File: src/rtl/pdd_pkg.sv
// Shared constants, types and glyph table for the panel display block
package pdd_pkg;

  // Register word indices on the plain register port
  localparam logic [3:0] ADDR_VIEW      = 4'h0;
  localparam logic [3:0] ADDR_PARAM_SEL = 4'h1;
  localparam logic [3:0] ADDR_SPEC_FUNC = 4'h2;
  localparam logic [3:0] ADDR_FORCE_MSK = 4'h3;
  localparam logic [3:0] ADDR_JOG_SPEED = 4'h4;
  localparam logic [3:0] ADDR_STATUS    = 4'h5;

  // Display views
  localparam logic [1:0] VIEW_MON   = 2'h0;
  localparam logic [1:0] VIEW_PARAM = 2'h1;
  localparam logic [1:0] VIEW_DI    = 2'h2;
  localparam logic [1:0] VIEW_DO    = 2'h3;

  // Parameter indices selectable in parameter view
  localparam logic [3:0] PSEL_FAULT_LAST = 4'h4;
  localparam logic [3:0] PSEL_JOG        = 4'h5;
  localparam logic [3:0] PSEL_FORCE_MSK  = 4'h6;
  localparam logic [3:0] PSEL_SPEC_FUNC  = 4'h8;

  // Special-function codes and defaults
  localparam logic [15:0] SF_FORCE_ON  = 16'h0196;
  localparam logic [15:0] SF_FORCE_OFF = 16'h0190;
  localparam logic [15:0] JOG_DEFAULT  = 16'h0014;
  localparam logic [15:0] JOG_MIN_DEF  = 16'h0000;
  localparam logic [15:0] JOG_MAX_DEF  = 16'h1388;

  // Sign-toggle hold time
  localparam int unsigned CLK_HZ        = 100_000_000;
  localparam int unsigned SIGN_HOLD_MS  = 2000;
  localparam int unsigned SIGN_HOLD_CYC = SIGN_HOLD_MS * (CLK_HZ / 1000);

  // Seven-segment glyphs, bit order g f e d c b a
  localparam logic [6:0] GL_BLANK = 7'h00;
  localparam logic [6:0] GL_HIGH  = 7'h74;
  localparam logic [6:0] GL_LOW   = 7'h38;
  localparam logic [6:0] GL_J     = 7'h1e;
  localparam logic [6:0] GL_O     = 7'h5c;
  localparam logic [6:0] GL_G     = 7'h3d;

  // Panel sequencing states, one-hot
  typedef enum logic [2:0] {
    ST_SEL  = 3'h1,
    ST_SHOW = 3'h2,
    ST_JOG  = 3'h4
  } pdd_state_t;

  typedef struct packed {
    logic [31:0] value;
    logic        is32;
    logic        hex;
    logic        high;
  } pdd_fmt_req_t;

  typedef struct packed {
    logic [4:0][6:0] seg;
    logic [4:0]      dp;
  } pdd_disp_t;

  function automatic logic [6:0] pdd_glyph(input logic [3:0] d);
    logic [6:0] g;
    case (d)
      4'h0: g = 7'h3f;
      4'h1: g = 7'h06;
      4'h2: g = 7'h5b;
      4'h3: g = 7'h4f;
      4'h4: g = 7'h66;
      4'h5: g = 7'h6d;
      4'h6: g = 7'h7d;
      4'h7: g = 7'h07;
      4'h8: g = 7'h7f;
      4'h9: g = 7'h6f;
      4'ha: g = 7'h77;
      4'hb: g = 7'h7c;
      4'hc: g = 7'h39;
      4'hd: g = 7'h5e;
      4'he: g = 7'h79;
      default: g = 7'h71;
    endcase
    return g;
  endfunction

endpackage

File: src/rtl/pdd_fmt.sv
// Value-to-glyph formatter for the five-digit display
`timescale 1ns/10ps
module pdd_fmt (
  input  pdd_pkg::pdd_fmt_req_t req,
  output pdd_pkg::pdd_disp_t    disp
);
  import pdd_pkg::*;

  // Shift-add-three binary to ten BCD digits
  function automatic logic [39:0] to_bcd(input logic [31:0] bin);
    logic [39:0] b;
    b = '0;
    for (int i = 31; i >= 0; i--) begin
      for (int j = 0; j < 10; j++) begin
        if (b[j*4 +: 4] >= 4'h5) begin
          b[j*4 +: 4] = b[j*4 +: 4] + 4'h3;
        end
      end
      b = {b[38:0], bin[i]};
    end
    return b;
  endfunction

  logic [31:0] sext;
  logic        neg;
  logic [31:0] mag;
  logic [39:0] bcd;

  assign sext = req.is32 ? req.value
                         : {{16{req.value[15]}}, req.value[15:0]};
  assign neg  = sext[31];
  assign mag  = neg ? 32'(-sext) : sext;
  assign bcd  = to_bcd(mag);

  always_comb begin
    disp.seg = {5{GL_BLANK}};
    disp.dp  = '0;
    if (req.hex) begin
      // No sign shown in hex
      if (!req.is32) begin
        for (int k = 0; k < 4; k++) begin
          disp.seg[k] = pdd_glyph(req.value[k*4 +: 4]);
        end
      end else begin
        disp.seg[4] = req.high ? GL_HIGH : GL_LOW;
        for (int k = 0; k < 4; k++) begin
          disp.seg[k] = pdd_glyph(req.high ? req.value[16 + k*4 +: 4]
                                           : req.value[k*4 +: 4]);
        end
      end
    end else begin
      for (int k = 0; k < 5; k++) begin
        // Leading zeros kept, all five positions lit
        disp.seg[k] = pdd_glyph((req.is32 && req.high)
                                ? bcd[20 + k*4 +: 4]
                                : bcd[k*4 +: 4]);
      end
      if (req.is32 && req.high) begin
        disp.dp[0] = 1'b1;
      end
      if (neg) begin
        disp.dp[4] = 1'b1;
        disp.dp[3] = 1'b1;
      end
    end
  end

endmodule

File: src/rtl/pdd_panel.sv
// Front-panel display, keypad, jog and output-forcing logic
// Summary of operation
// - 16-bit decimal fills all five digits with leading zeros.
// - 16-bit hex shows four digits, leftmost position blank.
// - 32-bit decimal splits into low five digits and dotted high page.
// - 32-bit hex pages carry h or L glyph before four digits.
// - Negative decimal lights two leftmost points; hex has no sign.
// - Same formatter serves monitor and parameter editing.
// - Monitor 32-bit toggles page and radix; parameters fixed format.
// - Set on a fault-record parameter shows that stored record.
// - Set on jog-speed parameter shows jog speed, default 20.
// - Up/down adjust jog speed; next set enters jog mode.
// - Jog: up held runs forward, down held reverse, release stops.
// - Jog motion only while servo is enabled.
// - Writing 406 to special function forces outputs, shows them.
// - Forced mask bit n drives output n+1.
// - Forcing ends on reset or special function written 400.
// - Forced mask displayed in hex, leftmost digit blank.
// - Input view shows inputs 1..9 as hex bitmap.
// - Output view shows outputs 1..6 as hex bitmap.
// - Shift held two seconds flips sign if result stays in range.
`timescale 1ns/10ps
module pdd_panel #(
  parameter int unsigned      HOLD_CYC = pdd_pkg::SIGN_HOLD_CYC,
  parameter logic [15:0]      JOG_MIN  = pdd_pkg::JOG_MIN_DEF,
  parameter logic [15:0]      JOG_MAX  = pdd_pkg::JOG_MAX_DEF
) (
  input  wire logic                SYS_CLK,
  input  wire logic                RST_N,
  input  wire logic                CLK_EN,
  input  wire logic [3:0]          REG_ADDR,
  input  wire logic [15:0]         REG_WDATA,
  input  wire logic                REG_WR,
  input  wire logic                REG_RD,
  output logic [15:0]              REG_RDATA,
  input  wire logic                KEY_UP,
  input  wire logic                KEY_DOWN,
  input  wire logic                KEY_SET,
  input  wire logic                KEY_SHIFT,
  input  wire logic                KEY_MODE,
  input  wire logic                SERVO_ON,
  input  wire logic [31:0]         MON_VALUE,
  input  wire logic                MON_IS32,
  input  wire logic [4:0][15:0]    FAULT_REC,
  input  wire logic [8:0]          DI_STATE,
  input  wire logic [5:0]          DO_NORMAL,
  output pdd_pkg::pdd_disp_t       DISP,
  output logic [5:0]               DO_OUT,
  output logic                     JOG_FWD,
  output logic                     JOG_REV,
  output logic [15:0]              JOG_SPEED
);
  import pdd_pkg::*;

  logic [1:0]   view_q;
  logic [3:0]   psel_q;
  logic [15:0]  spec_q;
  logic [5:0]   mask_q;
  logic [15:0]  jog_q;
  logic         forced_q;
  logic         mon_hex_q;
  logic         mon_high_q;
  pdd_state_t   state_q;
  pdd_state_t   state_d;
  logic [31:0]  hold_cnt_q;
  logic         hold_done_q;
  logic         up_q;
  logic         down_q;
  logic         set_q;
  logic         shift_q;
  logic         mode_q;
  logic         up_edge;
  logic         down_edge;
  logic         set_edge;
  logic         shift_edge;
  logic         mode_edge;
  logic         wr_view;
  logic         wr_psel;
  logic         wr_spec;
  logic         wr_mask;
  logic         wr_jog;
  logic         is_fault;
  logic         jog_edit;
  logic         sign_fire;
  logic [15:0]  jog_neg;
  logic         neg_ok;
  logic [15:0]  status;
  logic [15:0]  rd_mux;
  pdd_fmt_req_t req;
  pdd_disp_t    fmt_out;

  // Register port decode
  assign wr_view = REG_WR && (REG_ADDR == ADDR_VIEW);
  assign wr_psel = REG_WR && (REG_ADDR == ADDR_PARAM_SEL);
  assign wr_spec = REG_WR && (REG_ADDR == ADDR_SPEC_FUNC);
  assign wr_mask = REG_WR && (REG_ADDR == ADDR_FORCE_MSK);
  assign wr_jog  = REG_WR && (REG_ADDR == ADDR_JOG_SPEED);

  // Key press edges; keys arrive synchronous to the clock
  always_ff @(posedge SYS_CLK or negedge RST_N) begin
    if (!RST_N) begin
      up_q    <= 1'b0;
      down_q  <= 1'b0;
      set_q   <= 1'b0;
      shift_q <= 1'b0;
      mode_q  <= 1'b0;
    end else if (CLK_EN) begin
      up_q    <= KEY_UP;
      down_q  <= KEY_DOWN;
      set_q   <= KEY_SET;
      shift_q <= KEY_SHIFT;
      mode_q  <= KEY_MODE;
    end
  end

  assign up_edge    = KEY_UP && !up_q;
  assign down_edge  = KEY_DOWN && !down_q;
  assign set_edge   = KEY_SET && !set_q;
  assign shift_edge = KEY_SHIFT && !shift_q;
  assign mode_edge  = KEY_MODE && !mode_q;

  assign is_fault = (psel_q <= PSEL_FAULT_LAST);
  assign jog_edit = (view_q == VIEW_PARAM) && (state_q == ST_SHOW)
                    && (psel_q == PSEL_JOG);

  // Panel sequencing in parameter view
  always_comb begin
    state_d = state_q;
    case (state_q)
      ST_SEL: begin
        if (set_edge && (is_fault || psel_q == PSEL_JOG)) begin
          state_d = ST_SHOW;
        end
      end
      ST_SHOW: begin
        if (mode_edge) begin
          state_d = ST_SEL;
        end else if (set_edge && psel_q == PSEL_JOG) begin
          state_d = ST_JOG;
        end else if (set_edge) begin
          state_d = ST_SEL;
        end
      end
      ST_JOG: begin
        if (mode_edge) begin
          state_d = ST_SEL;
        end
      end
      default: state_d = ST_SEL;
    endcase
  end

  always_ff @(posedge SYS_CLK or negedge RST_N) begin
    if (!RST_N) begin
      state_q <= ST_SEL;
    end else if (CLK_EN) begin
      // Leaving parameter view or reselecting drops any open operation
      if (view_q != VIEW_PARAM || wr_view || wr_psel) begin
        state_q <= ST_SEL;
      end else begin
        state_q <= state_d;
      end
    end
  end

  // View and parameter selection; bus write wins over keys
  always_ff @(posedge SYS_CLK or negedge RST_N) begin
    if (!RST_N) begin
      view_q <= VIEW_MON;
    end else if (CLK_EN) begin
      if (wr_view) begin
        view_q <= REG_WDATA[1:0];
      end else if (wr_spec && REG_WDATA == SF_FORCE_ON) begin
        view_q <= VIEW_DO;
      end
    end
  end

  always_ff @(posedge SYS_CLK or negedge RST_N) begin
    if (!RST_N) begin
      psel_q <= '0;
    end else if (CLK_EN) begin
      if (wr_psel) begin
        psel_q <= REG_WDATA[3:0];
      end else if (view_q == VIEW_PARAM && state_q == ST_SEL) begin
        if (up_edge) begin
          psel_q <= psel_q + 4'h1;
        end else if (down_edge) begin
          psel_q <= psel_q - 4'h1;
        end
      end
    end
  end

  // Special function and output forcing
  always_ff @(posedge SYS_CLK or negedge RST_N) begin
    if (!RST_N) begin
      spec_q   <= '0;
      forced_q <= 1'b0;
    end else if (CLK_EN && wr_spec) begin
      spec_q <= REG_WDATA;
      if (REG_WDATA == SF_FORCE_ON) begin
        forced_q <= 1'b1;
      end else if (REG_WDATA == SF_FORCE_OFF) begin
        forced_q <= 1'b0;
      end
    end
  end

  // Mask is cleared with forcing so nothing carries into the next session
  always_ff @(posedge SYS_CLK or negedge RST_N) begin
    if (!RST_N) begin
      mask_q <= '0;
    end else if (CLK_EN) begin
      if (wr_mask) begin
        mask_q <= REG_WDATA[5:0];
      end else if (wr_spec && REG_WDATA == SF_FORCE_OFF) begin
        mask_q <= '0;
      end
    end
  end

  always_ff @(posedge SYS_CLK or negedge RST_N) begin
    if (!RST_N) begin
      DO_OUT <= '0;
    end else if (CLK_EN) begin
      DO_OUT <= forced_q ? mask_q : DO_NORMAL;
    end
  end

  // Two-second shift hold, fires once per press
  assign sign_fire = jog_edit && KEY_SHIFT && !hold_done_q
                     && (hold_cnt_q == 32'(HOLD_CYC - 1));
  assign jog_neg   = 16'(-jog_q);
  assign neg_ok    = ($signed(jog_neg) >= $signed(JOG_MIN))
                     && ($signed(jog_neg) <= $signed(JOG_MAX));

  always_ff @(posedge SYS_CLK or negedge RST_N) begin
    if (!RST_N) begin
      hold_cnt_q  <= '0;
      hold_done_q <= 1'b0;
    end else if (CLK_EN) begin
      if (!(jog_edit && KEY_SHIFT)) begin
        hold_cnt_q  <= '0;
        hold_done_q <= 1'b0;
      end else if (sign_fire) begin
        hold_done_q <= 1'b1;
      end else if (!hold_done_q) begin
        hold_cnt_q <= hold_cnt_q + 32'h1;
      end
    end
  end

  // Jog speed: bus write first, then keys, then sign flip
  always_ff @(posedge SYS_CLK or negedge RST_N) begin
    if (!RST_N) begin
      jog_q <= JOG_DEFAULT;
    end else if (CLK_EN) begin
      if (wr_jog) begin
        jog_q <= REG_WDATA;
      end else if (jog_edit && up_edge
                   && $signed(jog_q) < $signed(JOG_MAX)) begin
        jog_q <= jog_q + 16'h1;
      end else if (jog_edit && down_edge
                   && $signed(jog_q) > $signed(JOG_MIN)) begin
        jog_q <= jog_q - 16'h1;
      end else if (sign_fire && neg_ok) begin
        jog_q <= jog_neg;
      end
    end
  end

  // Jog drive follows the held key; both keys together means stop
  always_ff @(posedge SYS_CLK or negedge RST_N) begin
    if (!RST_N) begin
      JOG_FWD   <= 1'b0;
      JOG_REV   <= 1'b0;
      JOG_SPEED <= '0;
    end else if (CLK_EN) begin
      JOG_FWD   <= (state_q == ST_JOG) && SERVO_ON
                   && KEY_UP && !KEY_DOWN;
      JOG_REV   <= (state_q == ST_JOG) && SERVO_ON
                   && KEY_DOWN && !KEY_UP;
      JOG_SPEED <= jog_q;
    end
  end

  // Monitor page and radix toggles
  always_ff @(posedge SYS_CLK or negedge RST_N) begin
    if (!RST_N) begin
      mon_hex_q  <= 1'b0;
      mon_high_q <= 1'b0;
    end else if (CLK_EN && view_q == VIEW_MON && MON_IS32) begin
      if (set_edge) begin
        mon_hex_q <= !mon_hex_q;
      end
      if (shift_edge) begin
        mon_high_q <= !mon_high_q;
      end
    end
  end

  // Display source; one formatter for all views
  always_comb begin
    req.value = MON_VALUE;
    req.is32  = MON_IS32;
    req.hex   = mon_hex_q && MON_IS32;
    req.high  = mon_high_q && MON_IS32;
    case (view_q)
      VIEW_PARAM: begin
        // Parameters have one fixed 16-bit format each
        req.is32  = 1'b0;
        req.high  = 1'b0;
        req.hex   = 1'b0;
        req.value = {16'h0000, 12'h000, psel_q};
        if (state_q == ST_SHOW && is_fault) begin
          req.value = {16'h0000, FAULT_REC[psel_q[2:0]]};
          req.hex   = 1'b1;
        end else if (state_q == ST_SHOW) begin
          req.value = {{16{jog_q[15]}}, jog_q};
        end else if (psel_q == PSEL_FORCE_MSK) begin
          req.value = {26'h0000000, mask_q};
          req.hex   = 1'b1;
        end else if (psel_q == PSEL_SPEC_FUNC) begin
          req.value = {16'h0000, spec_q};
        end
      end
      VIEW_DI: begin
        req.value = {23'h000000, DI_STATE};
        req.is32  = 1'b0;
        req.hex   = 1'b1;
        req.high  = 1'b0;
      end
      VIEW_DO: begin
        req.value = {26'h0000000, DO_OUT};
        req.is32  = 1'b0;
        req.hex   = 1'b1;
        req.high  = 1'b0;
      end
      default: begin
        req.value = MON_VALUE;
      end
    endcase
  end

  pdd_fmt u_fmt (
    .req  (req),
    .disp (fmt_out)
  );

  always_ff @(posedge SYS_CLK or negedge RST_N) begin
    if (!RST_N) begin
      DISP <= '0;
    end else if (CLK_EN) begin
      if (view_q == VIEW_PARAM && state_q == ST_JOG) begin
        DISP.seg <= {GL_BLANK, GL_BLANK, GL_J, GL_O, GL_G};
        DISP.dp  <= '0;
      end else begin
        DISP <= fmt_out;
      end
    end
  end

  // Register read-back, valid only in the cycle after the strobe
  assign status = {8'h00, state_q, mon_high_q, mon_hex_q,
                   JOG_REV, JOG_FWD, forced_q};

  always_comb begin
    case (REG_ADDR)
      ADDR_VIEW:      rd_mux = {14'h0000, view_q};
      ADDR_PARAM_SEL: rd_mux = {12'h000, psel_q};
      ADDR_SPEC_FUNC: rd_mux = spec_q;
      ADDR_FORCE_MSK: rd_mux = {10'h000, mask_q};
      ADDR_JOG_SPEED: rd_mux = jog_q;
      ADDR_STATUS:    rd_mux = status;
      default:        rd_mux = '0;
    endcase
  end

  always_ff @(posedge SYS_CLK or negedge RST_N) begin
    if (!RST_N) begin
      REG_RDATA <= '0;
    end else if (CLK_EN) begin
      REG_RDATA <= REG_RD ? rd_mux : 16'h0000;
    end
  end

endmodule

File: config.mk
export PLATFORM = sky130hd
export DESIGN_NAME = pdd_panel
export DESIGN_NICKNAME = d
export VERILOG_FILES = /design/src/rtl/pdd_pkg.sv /design/src/rtl/pdd_fmt.sv /design/src/rtl/pdd_panel.sv
export SDC_FILE = /design/constraint.sdc
export NUM_CORES = 1
export LEC_CHECK = 0
export ABC_AREA = 1
export BUFFER_PORTS_ARGS = -buffer_cell sky130_fd_sc_hd__buf_2
export CAP_MARGIN = 5
export CORE_ASPECT_RATIO = 1.25
export CORE_MARGIN = 1.5
export CORE_UTILIZATION = 55
export DETAILED_ROUTE_END_ITERATION = 8
export GPL_TIMING_DRIVEN = 0
export PLACE_DENSITY = 0.74
export SETUP_SLACK_MARGIN = 0.4
export SYNTH_ARGS = -nofsm -noshare
export SYNTH_HDL_FRONTEND = slang
export SYNTH_SLANG_ARGS = --single-unit
File: constraint.sdc
create_clock -name SYS_CLK -period 30.7 [get_ports SYS_CLK]
set_clock_uncertainty 0.15 [all_clocks]
set_input_delay 6.14 -clock SYS_CLK [delete_from_list [all_inputs] [get_ports SYS_CLK]]
set_output_delay 6.14 -clock SYS_CLK [all_outputs]
set_load 0.005 [all_outputs]
==> metrics.md <==
| Metric | Value |
|---|---|
| Status | finished, final reports clean |
| Initial Util | 55.5% |
| Clock Sinks | roughly 170 |
| # diodes | 0 |
| FF-to-FF Start | state_q[0] |
| Largest family of logic cells by synthesized area | simple AND/OR/NAND/NOR gates |
| Routability Congestion | 1.05 |
| Place WS | roughly 0.43 ns |
| Crit share post-route | 92.5% |
| Vias in the first global route | 34892 |
| Max-slew violation count | 0 |
| Tot GR Track Use | about 31% |
| Crit path top cell by count | nand2_1 |
| Xor and xnor area share after synthesis | 3.32% |
| Hold Buf Count CTS | 0 |
| Antenna viol nets, final | 0 |
| Tightest Pin Transition | approximately 0.93 ns |
| Final WL | around 110 mm |
| Drt drc | 0 |
| Proportion of synthesized area in mux cells | less than 1% |
| CTS buffer count | 17 |
| RSZ-0062 raised after global routing | false |
| Die span in x | 233 um |
| Min-Delay Path Class | flip-flop to flip-flop |
| Synth Area in Adders | under 10% |
| Min-delay src | mon_high_q |
| Largest net degree at the start of global routing | ~120 |
| Max FO, Critical Path | 7 |
| Ports | 239 |
| Mapped Cells | approximately 5600 |
| Global-route wire length before repair | roughly 170 mm |
| Post-synth EDFFs | 0 |
| Compound-Gate Fraction of Synth Area | around an eighth |
| Layout cells sized above 1 | between 20 and 30% |
| Area of the core | between 60000 and 70000 um2 |
| Post-DP Area | approximately 39000 um2 |
| Initial DRT Pass Iterations | 6 |
| Clk buf depth | 2 |
| Die Ht | between 200 and 300 um |
| Via density | about 5.5 |
| Netlist Area Pre-Place | 36400 um2 |
| Most used DFF post-synth | dfrtp_1 |
| Post-Layout Cell Count | about 6800 |
| Post-synth top cells | nand2_1 (1383), inv_1 (710), nand3_1 (575) |
| # port buffers | 234 |
| DR iter-0 viols | approximately 2000 |
| Min cycle time layout | between 20 and 30 ns |
| Worst reg-to-reg path cell count | 204 |
| Area delta synth->final | 9.10% |
| Post-synth ARST share | 100% |
| FMAX | roughly 35 MHz |
| Synth top area share | around 14% |
| Critical Path Source | FAULT_REC[0] |
| Htree depth | 4 |
| Crit end category | flip-flop |
| CP Class | input pin to flip-flop |
| Seq/Total Area, Yosys | a little under an eighth |
| Slew margin rel. | between 30% and 40% |
| Initial antenna violation count | 1 |
| Final #Nets | 6300 |
| Worst hold endpoint | mon_high_q |
| CTS root buffer | clkbuf_16 |
| Fin area | between 30000 and 40000 um2 |
| Setup TNS | 0 ns |
| Gr ovfl total | 0 |
| Most frequent cell after synthesis | nand2_1 |
| Final Hold Vio Count | 0 |
| CTS tree | yes |
| Placed insts | between 6000 and 7000 |
| Worst-path clk slew | ~0.070 ns |
| Top cells by area, synth | nand2_1 (14%), dfrtp_1 (11%), ha_1 (8.6%) |
| Num rows | 105 |
| Hpwl dp | a little under 90 mm |
| Max-Cap Viols | 0 |
| Area leader, netlist | nand2_1 |
| Largest stage delay, worst path | 0.30 ns |
| Worst Setup Slack, final | between 2 and 2.5 ns |
| Setup crit start kind | input pin |
| Yosys Warn Count | 0 |
| Via count | approximately 37000 |
| CP max-delay cell | or2_2 |
| Critical Path RT | roughly 30 ns |
| Worst-skew pair later-pin latency | around 0.47 ns |
| WHS Path Cells | 1 |
| DR WL/cell | 15.6 um |
| Yosys reg bits | about 170 |
| Reg-to-reg endpoint | DISP[8] |
| Post-Syn Area per Cell | approximately 6.5 um2 |
| Synth cell types | between 90 and 100 |
| Die area | 67700 um2 |
| Post-Synth Simple-Gate Area | between 50% and 60% |
| Worst reg-to-reg setup slack | just over 7 ns |
| Crit path arrival time | around 29 ns |
| Final setup fails | 0 |
## layout by cell type (no fill, tap or decap), types with 13 or more instances in the layout
cell       synthesis  final
nor2_4            18     20
o22ai_1           27     27
nand3_1          575    565
a21oi_1          126    125
nand2_4          206    208
nand3_2          190    197
o211ai_1          24     24
nor2_1           224    222
dfrtp_1          162    162
nand4_1          145    145
buf_4              5     25
clkbuf_1          29     29
ha_1             249    241
buf_2              7    240
and2_4            27     31
clkbuf_8          17     18
o21ai_2           61     64
a21o_1            34     34
and2_2            21     21
clkbuf_16          0     17
clkinv_1          25     23
nand2_2          432    442
a21oi_2           12     13
inv_1            710    707
clkinv_2          16     15
xor2_1            60     58
o21ai_4           16     17
and2_1            26     22
o21ai_1           46     42
inv_2            113    116
nand2_1         1383   1371
o21ai_0          233    233
buf_6             14     14
inv_4             18     21
a31oi_1           16     16
nor2_2            28     28
nand3b_1          20     20
nor3_1            48     48
nand3_4           21     24
## final cells by class
cell class              instances  area, um2
repair buffers                255       1360
clock inverters                14        173
plain buffers                  85        722
fillers                      6386      25900
inverters                     895       3570
clock buffers                  18        439
well taps                     856       1070
multi-input cells            4472      28200
flip-flops and latches        165       4130
## worst max-delay path by stage
stage                    end  slack [ns]  cells after the start
finish               DISP[8]        2.29                    202
global route         DISP[8]        0.24                    205
CTS                 DISP[15]        0.83                    199
detailed placement  DISP[15]        0.43                    201
global placement    DISP[15]        0.84                    197
floorplan           DISP[15]        3.30                    198
## worst max-delay path: cells and delay by family
| family | cells | cell delay [ns] |
|---|---|---|
| xor gates and xnor gates | 4 | 0.78 |
| AOI/OAI and AO/OA | 12 | 1.54 |
| buffers and inverters | 38 | 2.74 |
| adders and majority gates | 29 | 5.47 |
| and+or+nand+nor | 119 | 11.88 |
## through the flow
stage	hold WS, ns	utilization [%]
2_1_floorplan	0.292	-
3_3_place_gp	0.306	58.9
3_5_place_dp	0.312	59.0
4_1_cts	0.322	59.9
5_1_grt	0.339	60.6
6_report	0.326	60.6
## kinds of logic (layout without fill, tap and decap cells)
group,Yosys count,after routing
buffers and inverters,980,1267
AO/OA/AOI/OAI,699,699
flip-flops,165,165
multiplexers,1,1
AND/OR/NAND/NOR,3421,3421
other,1,2
XOR/XNOR,99,99
adder cells (fa/ha/maj),250,250
## what timing repair did
item / in CTS / in global routing
setup buffers: 0 / 20
gates resized for setup: 0 / 68
endpoints found under the hold margin: 0 / 0
setup endpoints to repair: 0 / 35
## state kept, by name, summed over array words and instances (netlist names), 2 cells and up
register	count
hold_cnt_q	32
view_q	2
psel_q	4
JOG_SPEED	16
spec_q	16
REG_RDATA	16
jog_q	16
state_q	3
mask_q	6
DISP	37
DO_OUT	6
## layer usage
layer | up-vias | share of wire (%) | track usage, %
li1 | 18841 | - | -
met1 | 16885 | 39 | 34.0
met2 | 1046 | 49 | 55.5
met3 | 299 | 4.0 | 2.47
met4 | 2 | 7.5 | 20.0
met5 | - | 0.012 | 0
Power is not shown: default switching activity piles up to over one toggle a cycle in this logic, so the estimate is an artifact.
